**config.mk**
```make
export PLATFORM = sky130hd
export DESIGN_NAME = sps_sequencer
export DESIGN_NICKNAME = d
export VERILOG_FILES = /design/src/verilog/sps_pkg.sv /design/src/verilog/sps_tick_if.sv /design/src/verilog/sps_hold_timer.sv /design/src/verilog/sps_sequencer.sv
export SDC_FILE = /design/constraint.sdc
export NUM_CORES = 1
export LEC_CHECK = 0
export BUFFER_PORTS_ARGS = -buffer_cell sky130_fd_sc_hd__buf_2
export CORE_ASPECT_RATIO = 0.7
export CORE_UTILIZATION = 50
export CTS_CLUSTER_SIZE = 40
export DETAILED_ROUTE_END_ITERATION = 10
export PLACE_DENSITY_LB_ADDON = 0.05
export SETUP_SLACK_MARGIN = 0.2
export SYNTH_ARGS = -nofsm -noshare
export SYNTH_HDL_FRONTEND = slang
export SYNTH_SLANG_ARGS = --single-unit
```
**constraint.sdc**
```tcl
create_clock -name sys_clk -period 1.85 [get_ports sys_clk]
set_input_delay 0.0925 -clock sys_clk [delete_from_list [all_inputs] [get_ports sys_clk]]
set_output_delay 0.0925 -clock sys_clk [all_outputs]
set_load 0.02 [all_outputs]
```
**src/verilog/sps_pkg.sv**
```systemverilog
// Constants, step tables and helpers for the stepper phase sequencer
// Behaviour
// RQ1: Four coil outputs sit on bits 0 to 3 of one nibble port.
// RQ2: Coil outputs are active high; 1 energizes the coil, 0 releases it.
// RQ3: Full step clockwise order is 1010, 1001, 0101, 0110, then repeats.
// RQ4: Half step clockwise order is eight patterns starting 1010, then repeats.
// RQ5: Each pattern is one 4-bit nibble, coil_a written as leftmost digit.
// RQ6: A programmable hold time sets how long each pattern stays energized.
// RQ7: Unipolar drive: four switches, one per winding, no polarity reversal.
// RQ8: Board wiring should add a lamp on each transistor collector.
// RQ9: Indicator outputs are active low; low lights the lamp.
// RQ10: Counter-clockwise walks the chosen table backwards with the same hold time.
// RQ11: After reset or while disabled all four coils are driven off.
package sps_pkg;
    localparam int HOLD_W = 16;
    localparam int IDX_W = 3;
    localparam logic [IDX_W-1:0] IDX_RESET = 3'h0;
    localparam logic [IDX_W-1:0] HALF_STRIDE = 3'h1;
    localparam logic [IDX_W-1:0] FULL_STRIDE = 3'h2;
    localparam logic [IDX_W-1:0] EVEN_MASK = 3'h6;
    localparam logic [HOLD_W-1:0] HOLD_MIN = 16'h0001;
    localparam logic [3:0] COIL_OFF = 4'h0;
    // Port nibble values, bit 0 = coil_a; the printed digits read coil_a first
    localparam logic [3:0] PAT_0 = 4'h5;
    localparam logic [3:0] PAT_1 = 4'h1;
    localparam logic [3:0] PAT_2 = 4'h9;
    localparam logic [3:0] PAT_3 = 4'h8;
    localparam logic [3:0] PAT_4 = 4'hA;
    localparam logic [3:0] PAT_5 = 4'h2;
    localparam logic [3:0] PAT_6 = 4'h6;
    localparam logic [3:0] PAT_7 = 4'h4;

    // Full step uses the even entries of the half step table only
    function automatic logic [3:0] step_pattern(input logic [IDX_W-1:0] idx,
                                                input logic half);
        logic [IDX_W-1:0] i;
        i = half ? idx : (idx & EVEN_MASK);
        case (i)
            3'h0: step_pattern = PAT_0;
            3'h1: step_pattern = PAT_1;
            3'h2: step_pattern = PAT_2;
            3'h3: step_pattern = PAT_3;
            3'h4: step_pattern = PAT_4;
            3'h5: step_pattern = PAT_5;
            3'h6: step_pattern = PAT_6;
            default: step_pattern = PAT_7;
        endcase
    endfunction
endpackage

```
**src/verilog/sps_tick_if.sv**
```systemverilog
// Hold timer link between the sequencer core and its interval timer
`timescale 1ns/1ps
interface sps_tick_if;
    logic enable;
    logic [sps_pkg::HOLD_W-1:0] hold;
    logic tick;
    modport timer (input enable, input hold, output tick);
    modport seq (output enable, output hold, input tick);
endinterface
```
**src/verilog/sps_hold_timer.sv**
```systemverilog
// Interval timer that pulses once per pattern hold time
`timescale 1ns/1ps
module sps_hold_timer (
    // Clock and reset
    input wire logic sys_clk,
    input wire logic rst,
    // Timer link
    sps_tick_if.timer tif
);
    logic [sps_pkg::HOLD_W-1:0] cnt_q;
    logic [sps_pkg::HOLD_W-1:0] limit;
    logic tick_q;

    // Zero hold would stall the motor, so it is treated as one cycle
    assign limit = (tif.hold < sps_pkg::HOLD_MIN) ? sps_pkg::HOLD_MIN : tif.hold;
    assign tif.tick = tick_q;

    always_ff @(posedge sys_clk or posedge rst)
    begin
        if (rst)
        begin
            cnt_q <= '0;
            tick_q <= 1'b0;
        end
        else if (!tif.enable)
        begin
            cnt_q <= '0;
            tick_q <= 1'b0;
        end
        else if (cnt_q >= limit - sps_pkg::HOLD_MIN) // RQ6
        begin
            cnt_q <= '0;
            tick_q <= 1'b1;
        end
        else
        begin
            cnt_q <= cnt_q + sps_pkg::HOLD_MIN;
            tick_q <= 1'b0;
        end
    end
endmodule

```
**src/verilog/sps_sequencer.sv**
```systemverilog
// Stepper phase sequencer top: step index, coil and indicator drive
`timescale 1ns/1ps
module sps_sequencer (
    // Clock and reset
    input wire logic sys_clk,
    input wire logic rst,
    // Control
    input wire logic step_enable,
    input wire logic half_step,
    input wire logic dir_ccw,
    input wire logic [sps_pkg::HOLD_W-1:0] hold_cycles,
    // Coil port nibble, bit 0 coil_a .. bit 3 coil_d
    output logic [3:0] coil_q,
    // Lamp outputs, bit 0 indicator_zero .. bit 3 indicator_three
    output logic [3:0] indicator_n_q
);
    logic [sps_pkg::IDX_W-1:0] idx_q;
    logic [sps_pkg::IDX_W-1:0] idx_d;
    logic [sps_pkg::IDX_W-1:0] base;
    logic [sps_pkg::IDX_W-1:0] stride;

    sps_tick_if tif ();

    assign tif.enable = step_enable;
    assign tif.hold = hold_cycles;

    sps_hold_timer u_timer (
        .sys_clk(sys_clk),
        .rst(rst),
        .tif(tif)
    );

    // Full step snaps an odd half-step position onto the even grid first
    always_comb
    begin
        stride = half_step ? sps_pkg::HALF_STRIDE : sps_pkg::FULL_STRIDE;
        base = half_step ? idx_q : (idx_q & sps_pkg::EVEN_MASK);
        // Stepping from the snapped entry keeps every shown pattern for one full hold
        if (dir_ccw)
            idx_d = base - stride; // RQ10
        else
            idx_d = base + stride; // RQ3 RQ4
    end

    // Position is kept while disabled so the rotor resumes where it stopped
    always_ff @(posedge sys_clk or posedge rst)
    begin
        if (rst)
            idx_q <= sps_pkg::IDX_RESET;
        else if (step_enable && tif.tick) // RQ6
            idx_q <= idx_d;
    end

    always_ff @(posedge sys_clk or posedge rst)
    begin
        if (rst)
            coil_q <= sps_pkg::COIL_OFF; // RQ11
        else if (step_enable)
            coil_q <= sps_pkg::step_pattern(idx_q, half_step); // RQ1 RQ2 RQ5 RQ7
        else
            coil_q <= sps_pkg::COIL_OFF; // RQ11
    end

    // Lamps follow the coils inverted, lit while the coil conducts
    always_ff @(posedge sys_clk or posedge rst)
    begin
        if (rst)
            indicator_n_q <= ~sps_pkg::COIL_OFF; // RQ9
        else if (step_enable)
            indicator_n_q <= ~sps_pkg::step_pattern(idx_q, half_step); // RQ9
        else
            indicator_n_q <= ~sps_pkg::COIL_OFF; // RQ9
    end

    // Helper: cycles since the last tick; all ones while idle so the first interval lines up
    logic [sps_pkg::HOLD_W-1:0] gap_q;
    always_ff @(posedge sys_clk or posedge rst)
    begin
        if (rst)
            gap_q <= '1;
        else if (!step_enable)
            gap_q <= '1;
        else if (tif.tick)
            gap_q <= '0;
        else
            gap_q <= gap_q + sps_pkg::HOLD_MIN;
    end
endmodule

```
# Word level (Yosys, flattened, before mapping)
# Cells that the tools add are included.
# totals
register_bits	28
inputBits	21
output_inout_bits	8
word_cells	32
# op_classes
addsub	4
order_cmp	2
eq_ne	6
n_mux	12
bitwise_logic	1
reduce_logical	2
# op_table
op	n
16-bit 2-to-1 mux	3
4-bit case mux with 7 select lines	1
16-bit by 1-bit adder with 16-bit output (second input constant)	1
16-bit greater-or-equal comparator	1
16-bit by 1-bit < comparator with 1-bit output (second input constant)	1
16-bit by 1-bit subtractor with 16-bit output (second input constant)	1
4-bit 2-to-1 mux	3
3-bit equality test (second input constant)	3
3-bit by 2-bit equality test with 1-bit output (second input constant)	2
4-bit NOT	1
3-bit by 2-bit adder with 3-bit output	1
3-bit by 1-bit equality test with 1-bit output (second input constant)	1
3-bit logical NOT	1
1-bit 2-to-1 mux	3
3-bit 2-to-1 mux	1
3-bit by 2-bit subtractor with 3-bit output	1
2-bit 2-to-1 mux	1
1-bit logical AND	1

# Logic depth before layout (Yosys ltp)
# Gate-level depths: netlist (run 1).
# depth
ltp_word	6
depth_mapped	16
depth_no_buf	15

# Modules after synthesis
# From an unflattened synthesis (run 1), not the netlist that was laid out.
# unflattened
cells_unflattened	199
hier_area_um2	1953.1
# by_module_without_submodules
module	n_inst	cells_each	area_per_inst_um2	seq_area_each_um2
sps_hold_timer	1	164	1505.2	425.4
sps_sequencer	1	35	447.9	280.3

# Worst setup path after synthesis (run 1)
# No wires, ideal clock.
# synth_timing
kind	in2reg
startpoint	in hold_cycles[5] (netlist name)
endpoint	reg u_timer.cnt_q[10] (netlist name)
setup_time_ns	0.071
arrival_ns	2.987
required_time_ns	1.779
setup_slack_ns	-1.209
path_stages	15
path_buffers	1
cell_sequence	nor4_4 -> nand4_1 -> nor4_4 -> nor2_1 -> ha_1 -> nand3_2 -> or3_4 -> xor2_1 -> ha_1 -> and3_1 -> and4_4 -> a221oi_2 -> nand4_2 -> buf_2 -> nor2_1
# synth_between
elab_chain_len	6
# synth_rtl
item	line_no	text
from (decl)	sps_sequencer.sv:11	input wire logic [sps_pkg::HOLD_W-1:0] hold_cycles,
16-bit by 1-bit < comparator with 1-bit output	sps_hold_timer.sv:15	assign limit = (tif.hold < sps_pkg::HOLD_MIN) ? sps_pkg::HOLD_MIN : tif.hold;
16-bit 2-to-1 mux *	sps_hold_timer.sv:15	
16-bit by 1-bit subtractor with 16-bit output *	sps_hold_timer.sv:30	else if (cnt_q >= limit - sps_pkg::HOLD_MIN)
16-bit greater-or-equal comparator *	sps_hold_timer.sv:30	
16-bit 2-to-1 mux *	sps_hold_timer.sv:30	
16-bit 2-to-1 mux *	sps_hold_timer.sv:25	else if (!tif.enable)
to (signal assigned)	sps_hold_timer.sv:37	cnt_q <= cnt_q + sps_pkg::HOLD_MIN;
to (decl)	sps_hold_timer.sv:10	logic [sps_pkg::HOLD_W-1:0] cnt_q;
# Mark *: on every way between the ends. The rest lies on a longest branch, timed or not.
# A chain may end at the register's enable or synchronous reset.

# Worst setup path in the final report (run 1)
# layout_timing
startpoint	in hold_cycles[5] (netlist name)
endpoint	reg u_timer.cnt_q[7] (netlist name)
# The elaborated chain is that of the path after synthesis.

==> PnR_summary.wiki, run 1 <==
{| class="wikitable"
! Metric !! Value
|-
| Status || finished, violations left
|-
| Violated checks || setup timing
|-
| Clock slew at the register clock pins of the worst setup and hold paths || 90 ps
|-
| Max-slew violation count || 0
|-
| DRT Pass-1 Iters || 4
|-
| Die height || 53.1 um
|-
| Worst path bufs/invs || 8
|-
| Dominant delay contributor by cell family on the critical path || simple AND/OR/NAND/NOR gates
|-
| Cell mode on critical path || sky130_fd_sc_hd__buf_4
|-
| Most area-hungry cell type in the Yosys netlist || sky130_fd_sc_hd__dfrtp_1
|-
| Number of buffers between clock root and the deepest sink || 2
|-
| Total of warnings raised by yosys || 0
|-
| DRC violations left || 0
|-
| Number of maximum-capacitance violations || 0
|-
| Mapped cell area || 1870 um^2
|-
| Area grow syn2layout || 42.1%
|-
| Total congestion overflow || 0
|-
| Post-Synthesis Net Count || 232
|-
| Number of register bits inferred by synthesis || 28
|-
| Total negative slack || -17,090 ps
|-
| Antenna diodes || 0
|-
| Setup repair after global routing missed its margin || yes
|-
| Post-route design area || 2650 um^2
|-
| H-tree depth reported by CTS || 1
|-
| I/O pins || 29
|-
| Leading post-synthesis cells by instance count || sky130_fd_sc_hd__nor2_1, sky130_fd_sc_hd__dfrtp_1, sky130_fd_sc_hd__ha_1, sky130_fd_sc_hd__nand2_1, sky130_fd_sc_hd__xor2_1
|-
| Buffer type at the clock tree root || sky130_fd_sc_hd__clkbuf_8
|-
| Final worst slack || -1040 ps
|-
| Crit path max fanout || 9
|-
| Crit start category || primary input
|-
| Static Leakage || 1.25 nW
|-
| Area contributors post-synth || sky130_fd_sc_hd__dfrtp_1, sky130_fd_sc_hd__ha_1, sky130_fd_sc_hd__xor2_1
|-
| Area of the die || 3980 um^2
|-
| Final Cycle Share || 156%
|-
| Count of non-filler cells in the finished layout || 327
|-
| IO buf count || 28
|-
| Post-Place Worst Slack || -1280 ps
|-
| Total placed cells including tap cells || 312
|-
| Antenna-violating nets left || 0
|-
| Standard-cell row count || 18
|-
| Setup skew after layout || 2.76 ps
|-
| Wire length of the first global-routing pass || 7470 um
|-
| Time the worst path needs with I/O delays and setup || 2890 ps
|-
| Routed via count || 1,666
|-
| Worst-margin pin slew || 369 ps
|-
| Chain of cells forming the critical path || buf_8, nor4_4, nand4_1, nor4_4, nor2_2, buf_4, buf_4, buf_4, buf_4, buf_4, buf_4, ha_1, a31oi_1, nor2b_1, o311ai_2, nand4_2, buf_6, nor2_1
|-
| Total cell area at the placement stage || 2390 um^2
|-
| Fraction of final layout cells sized beyond drive strength 1 || 43.7%
|-
| Via density per instance || 5.09
|-
| Gpl congestion || 0.782
|-
| Setup slack, reg-to-reg || -120 ps
|-
| Wire length per cell || 14.1 um
|-
| Worst Path Class, Setup || in -> reg
|-
| Count of nets after finishing || 318
|-
| Pin count of the biggest net entering global routing || 29
|-
| Inserted Clock Buffers || 3
|-
| Number of antenna violations at the first check in global routing || 0
|-
| Worst Setup End Kind || flop
|-
| Clock latency of the later-clocked register in the worst-skew pair || 270 ps
|-
| Power per unit of standard cell area || 497 nW/um^2
|-
| Arrival time reported for the critical path endpoint || 3090 ps
|-
| Placeable core region || 3540 um^2
|-
| Required time of the critical path || 2050 ps
|-
| Vias in the first global route || 1,556
|-
| Number of clock sinks || 28
|-
| Proportion of synthesized chip area in sequential cells || 37.8%
|-
| Post-synthesis area per instance || 9.72 um^2
|-
| Clock tree from TritonCTS || yes
|-
| Leading register cell type out of synthesis || sky130_fd_sc_hd__dfrtp_1
|-
| Fmax || 346 MHz
|-
| Routed wire length || 4600 um
|-
| Crit-path slowest cell || sky130_fd_sc_hd__nor4_4
|-
| Worst slew margin relative to its limit || 75.1%
|-
| Count of different cell masters after synthesis || 40
|-
| Die width || 75.0 um
|-
| Number of hold violations in the final report || 0
|-
| Kind of path behind the tightest hold check || in -> reg
|-
| Async set-reset flop share out of synthesis || 100%
|-
| Portion of synthesized cell area occupied by the leading cell type || 32.2%
|-
| Starting utilization of the core area || 52.8%
|-
| Setup violations, final || 17
|-
| Iteration-0 DRC Markers || 50
|-
| Total routing usage reported by global routing || 25.9%
|-
| Slowest Stage Delay on Critical Path || 330 ps
|-
| Number of cells produced by synthesis || 192
|-
| Maximum ir drop on the vdd rail || 0.000478 V
|-
| Half-perimeter wire length of the detailed placement result || 3440 um
|-
| Number of enable-type register cells in the synthesized netlist || 0
|-
| Most numerous cell in the Yosys netlist || sky130_fd_sc_hd__nor2_1
|}
[layout by cell type, fill, tap and decap left out, types with 3 or more instances in the layout]
master                     instances
sky130_fd_sc_hd__buf_4            51
sky130_fd_sc_hd__buf_2            26
sky130_fd_sc_hd__dfrtp_1          24
sky130_fd_sc_hd__nand2_1          17
sky130_fd_sc_hd__ha_1             16
sky130_fd_sc_hd__nor2_1           15
sky130_fd_sc_hd__xor2_1           15
sky130_fd_sc_hd__xnor2_1          12
sky130_fd_sc_hd__nor2_2           10
sky130_fd_sc_hd__inv_1            10
sky130_fd_sc_hd__nor3_1            6
sky130_fd_sc_hd__a21oi_1           5
sky130_fd_sc_hd__nand3_1           5
sky130_fd_sc_hd__nor4_1            4
sky130_fd_sc_hd__clkbuf_8          4
sky130_fd_sc_hd__dfstp_2           4
sky130_fd_sc_hd__nor4_4            3
sky130_fd_sc_hd__nand2b_1          3
sky130_fd_sc_hd__nand4_1           3
sky130_fd_sc_hd__a31oi_1           3
sky130_fd_sc_hd__nor2_4            3
sky130_fd_sc_hd__buf_6             3
[logic make-up (layout without fill, tap and decap cells)]
kind of cell / count (synthesis) / after routing / share of synthesized area, %
DFF: 28 / 28 / 37.8
and+or+nand+nor: 86 / 86 / 25.1
buffers and inverters: 11 / 96 / 2.28
AOI/OAI and AO/OA: 18 / 18 / 7.24
adders and majority gates: 19 / 19 / 13.1
xor gates and xnor gates: 27 / 27 / 12.7
muxes: 3 / 3 / 1.74
[final timing paths]
path	from	end	cells past startpoint
worst max-delay path	hold_cycles[5]	u_timer.cnt_q[7]	18
worst min-delay path	step_enable	coil_q[0]	3
worst max register to register	u_timer.cnt_q[1]	u_timer.cnt_q[7]	7
worst min register to register	u_timer.cnt_q[0]	u_timer.cnt_q[0]	1
max in group asynchronous	rst	indicator_n_q[1]	4
min in group asynchronous	rst	u_timer.cnt_q[12]	4
[what timing repair did]
item | in CTS | in global routing
setup endpoints to repair | 17 | 17
gates resized for setup | 28 | 4
setup buffers | 8 | 2
hold endpoints to repair | 24 | 0
pin swaps | 6 | 3
hold buffers | 1 | 0
[tightest hold or removal path: cells and delay by family]
family	cells	cell delay (ps)
buffers and inverters	1	130
and+or+nand+nor	2	110
[layer usage]
metal | global-route usage [%] | vias to the layer above | wire length (um)
met4 | 2.52 | 0 | 16
met3 | 5.14 | 2 | 129
met5 | 0 | - | 0
li1 | - | 841 | -
met1 | 37.3 | 797 | 2230
met2 | 41.7 | 26 | 2230
[power breakdown]
group	switching [W]	internal, W	total [W]
logic	0.000152	0.000141	0.000293
registers	0.0000154	0.000641	0.000656
clock network	0.000178	0.000190	0.000368
total	0.000345	0.000972	0.00132
[cell type report]
| cell class | instances | area (um^2) |
|---|---|---|
| Sequential cell | 28 | 706 |
| Clock buffer | 4 | 55.1 |
| Inverter | 10 | 37.5 |
| Multi-Input combinational cell | 153 | 1220 |
| Fill cell | 272 | 886 |
| Tap cell | 50 | 62.6 |
| Timing Repair Buffer | 82 | 572 |
[through the flow]
stage	hold WS [ps]	total power (W)	utilization, %
finish	97.4	0.00132	74.9
global route	97.4	0.00139	74.9
CTS	95.9	0.00132	74.0
detailed placement	171	0.000928	67.6
global placement	161	0.000912	67.6
floorplan	155	0.000798	-
[registers in the layout (all words and copies together), names as in the netlist]
register and count:
coil_q 4, indicator_n_q 4, idx_q 3, u_timer.cnt_q 16
u_timer.tif.tick 1
(Power assumes the default switching activity.)
==> run 2: changes to the inputs <==
--- a/config.mk
+++ b/config.mk
@@ -11,6 +11,7 @@
 export CTS_CLUSTER_SIZE = 40
 export DETAILED_ROUTE_END_ITERATION = 10
 export PLACE_DENSITY_LB_ADDON = 0.05
+export REMOVE_ABC_BUFFERS = 1
 export SETUP_SLACK_MARGIN = 0.2
 export SYNTH_ARGS = -nofsm -noshare
 export SYNTH_HDL_FRONTEND = slang
==> PnR_summary.wiki, run 2 (synthesis results as in run 1) <==
{| class="wikitable"
! Metric !! Value
|-
| Status || finished, violations left (unchanged)
|-
| Violated checks || setup timing (unchanged)
|-
| Worst path bufs/invs || 7 (was 8)
|-
| Die height || 53.1 um (unchanged)
|-
| Count of non-filler cells in the finished layout || 336 (was 327)
|-
| Overall power consumption || 0.00147 W (was 0.00132 W)
|-
| IO buf count || 28 (unchanged)
|-
| Number of buffers between clock root and the deepest sink || 2 (unchanged)
|-
| Required time of the critical path || 2060 ps (was 2050 ps)
|-
| Static Leakage || 1.30 nW (was 1.25 nW)
|-
| Area of the die || 3980 um^2 (unchanged)
|-
| Final Cycle Share || 153% (was 156%)
|-
| Pin count of the biggest net entering global routing || 21 (was 29)
|-
| Chain of cells forming the critical path || buf_8, nor4_4, nand4_1, nor4_4, nor2_2, buf_4, buf_4, buf_4, buf_4, buf_4, ha_4, a31oi_2, nor2b_1, o311ai_2, nand4_4, buf_8, nor2_4 (was buf_8, nor4_4, nand4_1, nor4_4, nor2_2, buf_4, buf_4, buf_4, buf_4, buf_4, buf_4, ha_1, a31oi_1, nor2b_1, o311ai_2, nand4_2, buf_6, nor2_1)
|-
| Slowest Stage Delay on Critical Path || 370 ps (was 330 ps)
|-
| Routed wire length || 5300 um (was 4600 um)
|-
| Worst Path Class, Setup || in -> reg (unchanged)
|-
| Max-slew violation count || 0 (unchanged)
|-
| Setup repair after global routing missed its margin || yes (unchanged)
|-
| Die width || 75.0 um (unchanged)
|-
| Count of nets after finishing || 327 (was 318)
|-
| Number of clock sinks || 28 (unchanged)
|-
| Regs by FF count || u_timer.cnt_q (16), coil_q (4), indicator_n_q (4) (unchanged)
|-
| Number of antenna violations at the first check in global routing || 0 (unchanged)
|-
| Crit-path slowest cell || sky130_fd_sc_hd__o311ai_2 (was sky130_fd_sc_hd__nor4_4)
|-
| Antenna diodes || 0 (unchanged)
|-
| Starting utilization of the core area || 52.8% (unchanged)
|-
| Routed via count || 1,782 (was 1,666)
|-
| Cell mode on critical path || sky130_fd_sc_hd__buf_4 (unchanged)
|-
| Worst-margin pin slew || 724 ps (was 369 ps)
|-
| Buffer type at the clock tree root || sky130_fd_sc_hd__clkbuf_8 (unchanged)
|-
| Area grow syn2layout || 52.2% (was 42.1%)
|-
| Dominant delay contributor by cell family on the critical path || simple AND/OR/NAND/NOR gates (unchanged)
|-
| Clock latency of the later-clocked register in the worst-skew pair || 290 ps (was 270 ps)
|-
| Fmax || 353 MHz (was 346 MHz)
|-
| Number of maximum-capacitance violations || 0 (unchanged)
|-
| Vias in the first global route || 1,776 (was 1,556)
|-
| Power per unit of standard cell area || 518 nW/um^2 (was 497 nW/um^2)
|-
| Wire length per cell || 15.8 um (was 14.1 um)
|-
| DRT Pass-1 Iters || 5 (was 4)
|-
| Setup slack, reg-to-reg || -260 ps (was -120 ps)
|-
| Iteration-0 DRC Markers || 110 (was 50)
|-
| Kind of path behind the tightest hold check || in -> reg (unchanged)
|-
| Clock slew at the register clock pins of the worst setup and hold paths || 100 ps (was 90 ps)
|-
| Total routing usage reported by global routing || 29.1% (was 25.9%)
|-
| Final worst slack || -985 ps (was -1040 ps)
|-
| Worst slew margin relative to its limit || 51.7% (was 75.1%)
|-
| Via density per instance || 5.30 (was 5.09)
|-
| Maximum ir drop on the vdd rail || 0.000580 V (was 0.000478 V)
|-
| Number of hold violations in the final report || 0 (unchanged)
|-
| Standard-cell row count || 18 (unchanged)
|-
| Wire length of the first global-routing pass || 8210 um (was 7470 um)
|-
| Leading cell types in the layout, fill and taps excluded || sky130_fd_sc_hd__buf_4, sky130_fd_sc_hd__buf_2, sky130_fd_sc_hd__dfrtp_1 (unchanged)
|-
| Total placed cells including tap cells || 315 (was 312)
|-
| Largest register by flop count || u_timer.cnt_q (unchanged)
|-
| Gpl congestion || 0.868 (was 0.782)
|-
| I/O pins || 29 (unchanged)
|-
| Clock tree from TritonCTS || yes (unchanged)
|-
| Time the worst path needs with I/O delays and setup || 2830 ps (was 2890 ps)
|-
| Setup skew after layout || 8.58 ps (was 2.76 ps)
|-
| Half-perimeter wire length of the detailed placement result || 3500 um (was 3440 um)
|-
| Crit path max fanout || 5 (was 9)
|-
| Fraction of final layout cells sized beyond drive strength 1 || 47.6% (was 43.7%)
|-
| Max FFs per register || 16 (unchanged)
|-
| Total congestion overflow || 0 (unchanged)
|-
| DRC violations left || 0 (unchanged)
|-
| Leading cell type in the layout, fill and taps excluded || sky130_fd_sc_hd__buf_4 (unchanged)
|-
| Antenna-violating nets left || 0 (unchanged)
|-
| Worst Setup End Kind || flop (unchanged)
|-
| Placeable core region || 3540 um^2 (unchanged)
|-
| Setup violations, final || 17 (unchanged)
|-
| H-tree depth reported by CTS || 1 (unchanged)
|-
| Arrival time reported for the critical path endpoint || 3050 ps (was 3090 ps)
|-
| Inserted Clock Buffers || 3 (unchanged)
|-
| Crit start category || primary input (unchanged)
|}
[run 2: cell types whose count changed in the layout (fill, tap and decap cells not counted), moves of 2 or more]
cell,delta
sky130_fd_sc_hd__xor2_2,+2
sky130_fd_sc_hd__buf_8,+3
sky130_fd_sc_hd__nor2_4,+8
sky130_fd_sc_hd__xor2_1,-2
sky130_fd_sc_hd__buf_4,+8
sky130_fd_sc_hd__nor2_1,-3
sky130_fd_sc_hd__nor2_2,-5
[run 2: report_power, final]
| part | switching [W] | internal, W | total [W] |
|---|---|---|---|
| Sequential | 0.0000136 | 0.000641 | 0.000655 |
| Combinational | 0.000173 | 0.000157 | 0.000330 |
| Clock | 0.000195 | 0.000290 | 0.000485 |
| Total | 0.000382 | 0.00109 | 0.00147 |
[run 2: worst paths after layout]
path                                  startpoint          endpoint  cells after the start
min in group asynchronous                    rst         coil_q[2]                      3
worst max-delay path              hold_cycles[4]  u_timer.cnt_q[6]                     17
worst min register to register  u_timer.cnt_q[0]  u_timer.cnt_q[0]                      2
max in group asynchronous                    rst  u_timer.cnt_q[1]                      4
worst max register to register  u_timer.cnt_q[1]  u_timer.cnt_q[6]                      7
worst min-delay path                 step_enable         coil_q[0]                      3
[run 2: layer usage]
metal / GRT usage (%) / wire length [um] / vias up
li1: - / - / 856
met1: 35.7 / 2250 / 855
met2: 50.3 / 2650 / 55
met3: 7.81 / 262 / 16
met4: 8.18 / 140 / 0
met5: 0 / 0 / -
[run 2: per-stage QoR]
stage	util [%]	setup TNS (ps)	setup WS [ps]	hold WS, ps	area, um^2
floorplan	-	-19840	-1190	155	1860
global placement	68.1	-19120	-1140	228	2410
detailed placement	68.1	-21680	-1310	246	2410
CTS	78.0	-15790	-944	106	2760
global route	80.3	-18200	-1110	139	2840
finish	80.3	-16110	-985	116	2840
[run 2: tightest hold or removal path, delay by kind of cell]
family	cells	cell delay, ps
buffers and inverters	1	150
and+or+nand+nor	2	130
[run 2: layout make-up]
class                      instances  area (um^2)
timing repair buffer              91          661
clock buffer                       3         41.3
sequential                        28          706
inverter                          10         37.5
multi-input combinational        153         1300
tap                               50         62.6
fill                             226          697
clock inverter                     1         30.0
[run 2: timing repair]
action | CTS | global route
setup buffers | 14 | 1
endpoints found under the hold margin | 14 | 0
hold buffers | 1 | 0
cloned | 1 | 0
pin swaps | 33 | 19
setup endpoints to repair | 17 | 17
gates resized for setup | 37 | 17
==> run 3: changes to the inputs <==
--- a/config.mk
+++ b/config.mk
@@ -10,9 +10,11 @@
 export CORE_UTILIZATION = 50
 export CTS_CLUSTER_SIZE = 40
 export DETAILED_ROUTE_END_ITERATION = 10
+export GPL_TIMING_DRIVEN = 0
 export PLACE_DENSITY_LB_ADDON = 0.05
 export REMOVE_ABC_BUFFERS = 1
 export SETUP_SLACK_MARGIN = 0.2
+export SKIP_CTS_REPAIR_TIMING = 1
 export SYNTH_ARGS = -nofsm -noshare
 export SYNTH_HDL_FRONTEND = slang
 export SYNTH_SLANG_ARGS = --single-unit
==> PnR_summary.wiki, run 3 (synthesis results as in run 1) <==
{| class="wikitable"
! Metric !! Value
|-
| Sequential share of power || 48.0% (was 44.5%)
|-
| I/O pins || 29 (unchanged)
|-
| Area grow syn2layout || 26.6% (was 52.2%)
|-
| Worst Path Class, Setup || in -> reg (unchanged)
|-
| Buffer type at the clock tree root || sky130_fd_sc_hd__clkbuf_8 (unchanged)
|-
| Chain of cells forming the critical path || buf_8, nor4_4, nand4_1, nor4_4, nor2_2, ha_4, nand3_4, or3_4, xor2_1, ha_1, and3_4, and4_4, a221oi_4, nand4_4, nor2_2 (was buf_8, nor4_4, nand4_1, nor4_4, nor2_2, buf_4, buf_4, buf_4, buf_4, buf_4, ha_4, a31oi_2, nor2b_1, o311ai_2, nand4_4, buf_8, nor2_4)
|-
| Worst Setup End Kind || flop (unchanged)
|-
| Sw frac || 24.8% (was 26.0%)
|-
| Depth of the worst register-to-register path || 6 (was 7)
|-
| Total congestion overflow || 0 (unchanged)
|-
| Area used by multi-input combinational logic || 1240 um^2 (was 1300 um^2)
|-
| Time the worst path needs with I/O delays and setup || 3170 ps (was 2830 ps)
|-
| Switching power of the nets || 0.000340 W (was 0.000382 W)
|-
| Final worst slack || -1320 ps (was -985 ps)
|-
| Setup skew after layout || 3.95 ps (was 8.58 ps)
|-
| Fraction of final layout cells sized beyond drive strength 1 || 33.6% (was 47.6%)
|-
| Count of non-filler cells in the finished layout || 285 (was 336)
|-
| Clock tree from TritonCTS || yes (unchanged)
|-
| Slowest Stage Delay on Critical Path || 430 ps (was 370 ps)
|-
| Total routing usage reported by global routing || 20.0% (was 29.1%)
|-
| Vias in the first global route || 1,318 (was 1,776)
|-
| Worst path bufs/invs || 1 (was 7)
|-
| Die height || 53.1 um (unchanged)
|-
| Antenna-violating nets left || 0 (unchanged)
|-
| Standard-cell row count || 18 (unchanged)
|-
| Crit path max fanout || 8 (was 5)
|-
| Final-layout fill cell count || 297 (was 226)
|-
| Internal power || 0.00103 W (was 0.00109 W)
|-
| Clock latency of the later-clocked register in the worst-skew pair || 270 ps (was 290 ps)
|-
| Crit-path slowest cell || sky130_fd_sc_hd__nor4_4 (was sky130_fd_sc_hd__o311ai_2)
|-
| Routed wire length || 4000 um (was 5300 um)
|-
| Number of clock sinks || 28 (unchanged)
|-
| Leading cell type in the layout, fill and taps excluded || sky130_fd_sc_hd__buf_2 (was sky130_fd_sc_hd__buf_4)
|-
| Regs by FF count || u_timer.cnt_q (16), coil_q (4), indicator_n_q (4) (unchanged)
|-
| Static Leakage || 1.04 nW (was 1.30 nW)
|-
| Inserted Clock Buffers || 3 (unchanged)
|-
| Dominant delay contributor by cell family on the critical path || simple AND/OR/NAND/NOR gates (unchanged)
|-
| Kind of path behind the tightest hold check || in -> async (was in -> reg)
|-
| Number of buffers between clock root and the deepest sink || 2 (unchanged)
|-
| Worst slew margin relative to its limit || 32.4% (was 51.7%)
|-
| Area of all sequential standard cells || 706 um^2 (unchanged)
|-
| Setup violations, final || 17 (unchanged)
|-
| Placeable core region || 3540 um^2 (unchanged)
|-
| Number of antenna violations at the first check in global routing || 0 (unchanged)
|-
| DRC violations left || 0 (unchanged)
|-
| Worst-margin pin slew || 1010 ps (was 724 ps)
|-
| Total placed cells including tap cells || 269 (was 315)
|-
| Routed via count || 1,538 (was 1,782)
|-
| Via density per instance || 5.40 (was 5.30)
|-
| Wire length per cell || 14.0 um (was 15.8 um)
|-
| Overall power consumption || 0.00137 W (was 0.00147 W)
|-
| Fmax || 315 MHz (was 353 MHz)
|-
| IO buf count || 28 (unchanged)
|-
| Reg2reg end || u_timer.cnt_q[15] (was u_timer.cnt_q[6])
|-
| Max FFs per register || 16 (unchanged)
|-
| Max-slew violation count || 0 (unchanged)
|-
| Required time of the critical path || 2050 ps (was 2060 ps)
|-
| Starting utilization of the core area || 52.8% (unchanged)
|-
| Area of the die || 3980 um^2 (unchanged)
|-
| Number of hold violations in the final report || 0 (unchanged)
|-
| H-tree depth reported by CTS || 1 (unchanged)
|-
| Maximum ir drop on the vdd rail || 0.000521 V (was 0.000580 V)
|-
| Largest register by flop count || u_timer.cnt_q (unchanged)
|-
| Power per unit of standard cell area || 581 nW/um^2 (was 518 nW/um^2)
|-
| Status || finished, violations left (unchanged)
|-
| Wire length of the first global-routing pass || 5890 um (was 8210 um)
|-
| Count of nets after finishing || 276 (was 327)
|-
| Arrival time reported for the critical path endpoint || 3380 ps (was 3050 ps)
|-
| Gpl congestion || 0.804 (was 0.868)
|-
| Share of total power in combinational logic || 17.6% (was 22.5%)
|-
| Leading cell types in the layout, fill and taps excluded || sky130_fd_sc_hd__buf_2, sky130_fd_sc_hd__dfrtp_1, sky130_fd_sc_hd__nand2_1 (was sky130_fd_sc_hd__buf_4, sky130_fd_sc_hd__buf_2, sky130_fd_sc_hd__dfrtp_1)
|-
| Setup slack, reg-to-reg || -350 ps (was -260 ps)
|-
| Pin count of the biggest net entering global routing || 29 (was 21)
|-
| Crit start category || primary input (unchanged)
|-
| Antenna diodes || 0 (unchanged)
|-
| Violated checks || setup timing (unchanged)
|-
| DRT Pass-1 Iters || 4 (was 5)
|-
| Clock slew at the register clock pins of the worst setup and hold paths || 90 ps (was 100 ps)
|-
| Die width || 75.0 um (unchanged)
|-
| Half-perimeter wire length of the detailed placement result || 2910 um (was 3500 um)
|-
| Number of maximum-capacitance violations || 0 (unchanged)
|-
| Final Cycle Share || 172% (was 153%)
|-
| Part of the total power dissipated in the clock network || 34.5% (was 33.0%)
|-
| Launch instance of the worst register-to-register path || u_timer.cnt_q[1] (unchanged)
|-
| Iteration-0 DRC Markers || 64 (was 110)
|-
| Setup repair after global routing missed its margin || yes (unchanged)
|}
## run 3: cell types whose count changed in the layout (fill, tap and decap cells not counted), moves of 2 or more
cell / previous run / this run
sky130_fd_sc_hd__buf_4: 59 / 11
sky130_fd_sc_hd__nor2_4: 11 / 0
sky130_fd_sc_hd__nor2_2: 5 / 12
sky130_fd_sc_hd__nor2_1: 12 / 16
sky130_fd_sc_hd__buf_8: 4 / 1
sky130_fd_sc_hd__xor2_1: 13 / 15
sky130_fd_sc_hd__xor2_2: 2 / 0
## run 3: layer usage
metal	part of all wire (%)	global-route usage [%]	vias up	routed length, um
li1	-	-	760	-
met1	47	28.2	757	1880
met2	50	32.0	19	2020
met3	2.4	4.00	2	95
met4	0.27	3.77	0	11
met5	0	0	-	0
## run 3: worst reg2reg max path: cells and delay by family (launching register included)
family          cells  cell delay [ps]
simple gates        3              610
flops               1              430
fa+ha+maj           1              320
compound gates      2              760
## run 3: worst max-delay path by stage
| stage | start | end | slack, ps | depth (start not counted) |
|---|---|---|---|---|
| floorplan | hold_cycles[5] | u_timer.cnt_q[10] | -1190 | 14 |
| global placement | hold_cycles[5] | u_timer.cnt_q[15] | -1800 | 15 |
| detailed placement | hold_cycles[5] | u_timer.cnt_q[15] | -1910 | 15 |
| CTS | hold_cycles[5] | u_timer.cnt_q[15] | -1620 | 15 |
| global route | hold_cycles[2] | u_timer.cnt_q[12] | -1460 | 15 |
| finish | hold_cycles[2] | u_timer.cnt_q[15] | -1320 | 15 |
## run 3: per-stage QoR
| stage | util (%) | hold WS, ps | cell area (um^2) | worst slack (ps) | setup TNS [ps] |
|---|---|---|---|---|---|
| after floorplan | - | 155 | 1860 | -1190 | -19840 |
| after global placement | 58.4 | 363 | 2060 | -1800 | -30110 |
| after detailed placement | 58.4 | 394 | 2060 | -1910 | -31650 |
| after CTS | 60.4 | 91.5 | 2130 | -1620 | -26650 |
| after global routing | 66.8 | 138 | 2360 | -1460 | -24020 |
| final | 66.8 | 44.5 | 2360 | -1320 | -21890 |
## run 3: cell type report
type	count	share of cell area, %
clock buffer	3	1.75
timing repair buffer	39	10.1
sequential	28	29.9
tap	50	2.65
multi-input combinational	154	52.7
inverter	10	1.59
clock inverter	1	1.27
## run 3: power groups by stage
stage          registers [W]  logic [W]  clock network (W)
2_1_floorplan       0.000687   0.000108                  0
3_3_place_gp        0.000668   0.000197                  0
3_5_place_dp        0.000670   0.000210                  0
4_1_cts             0.000658   0.000210           0.000484
5_1_grt             0.000663   0.000267           0.000502
6_report            0.000659   0.000241           0.000473
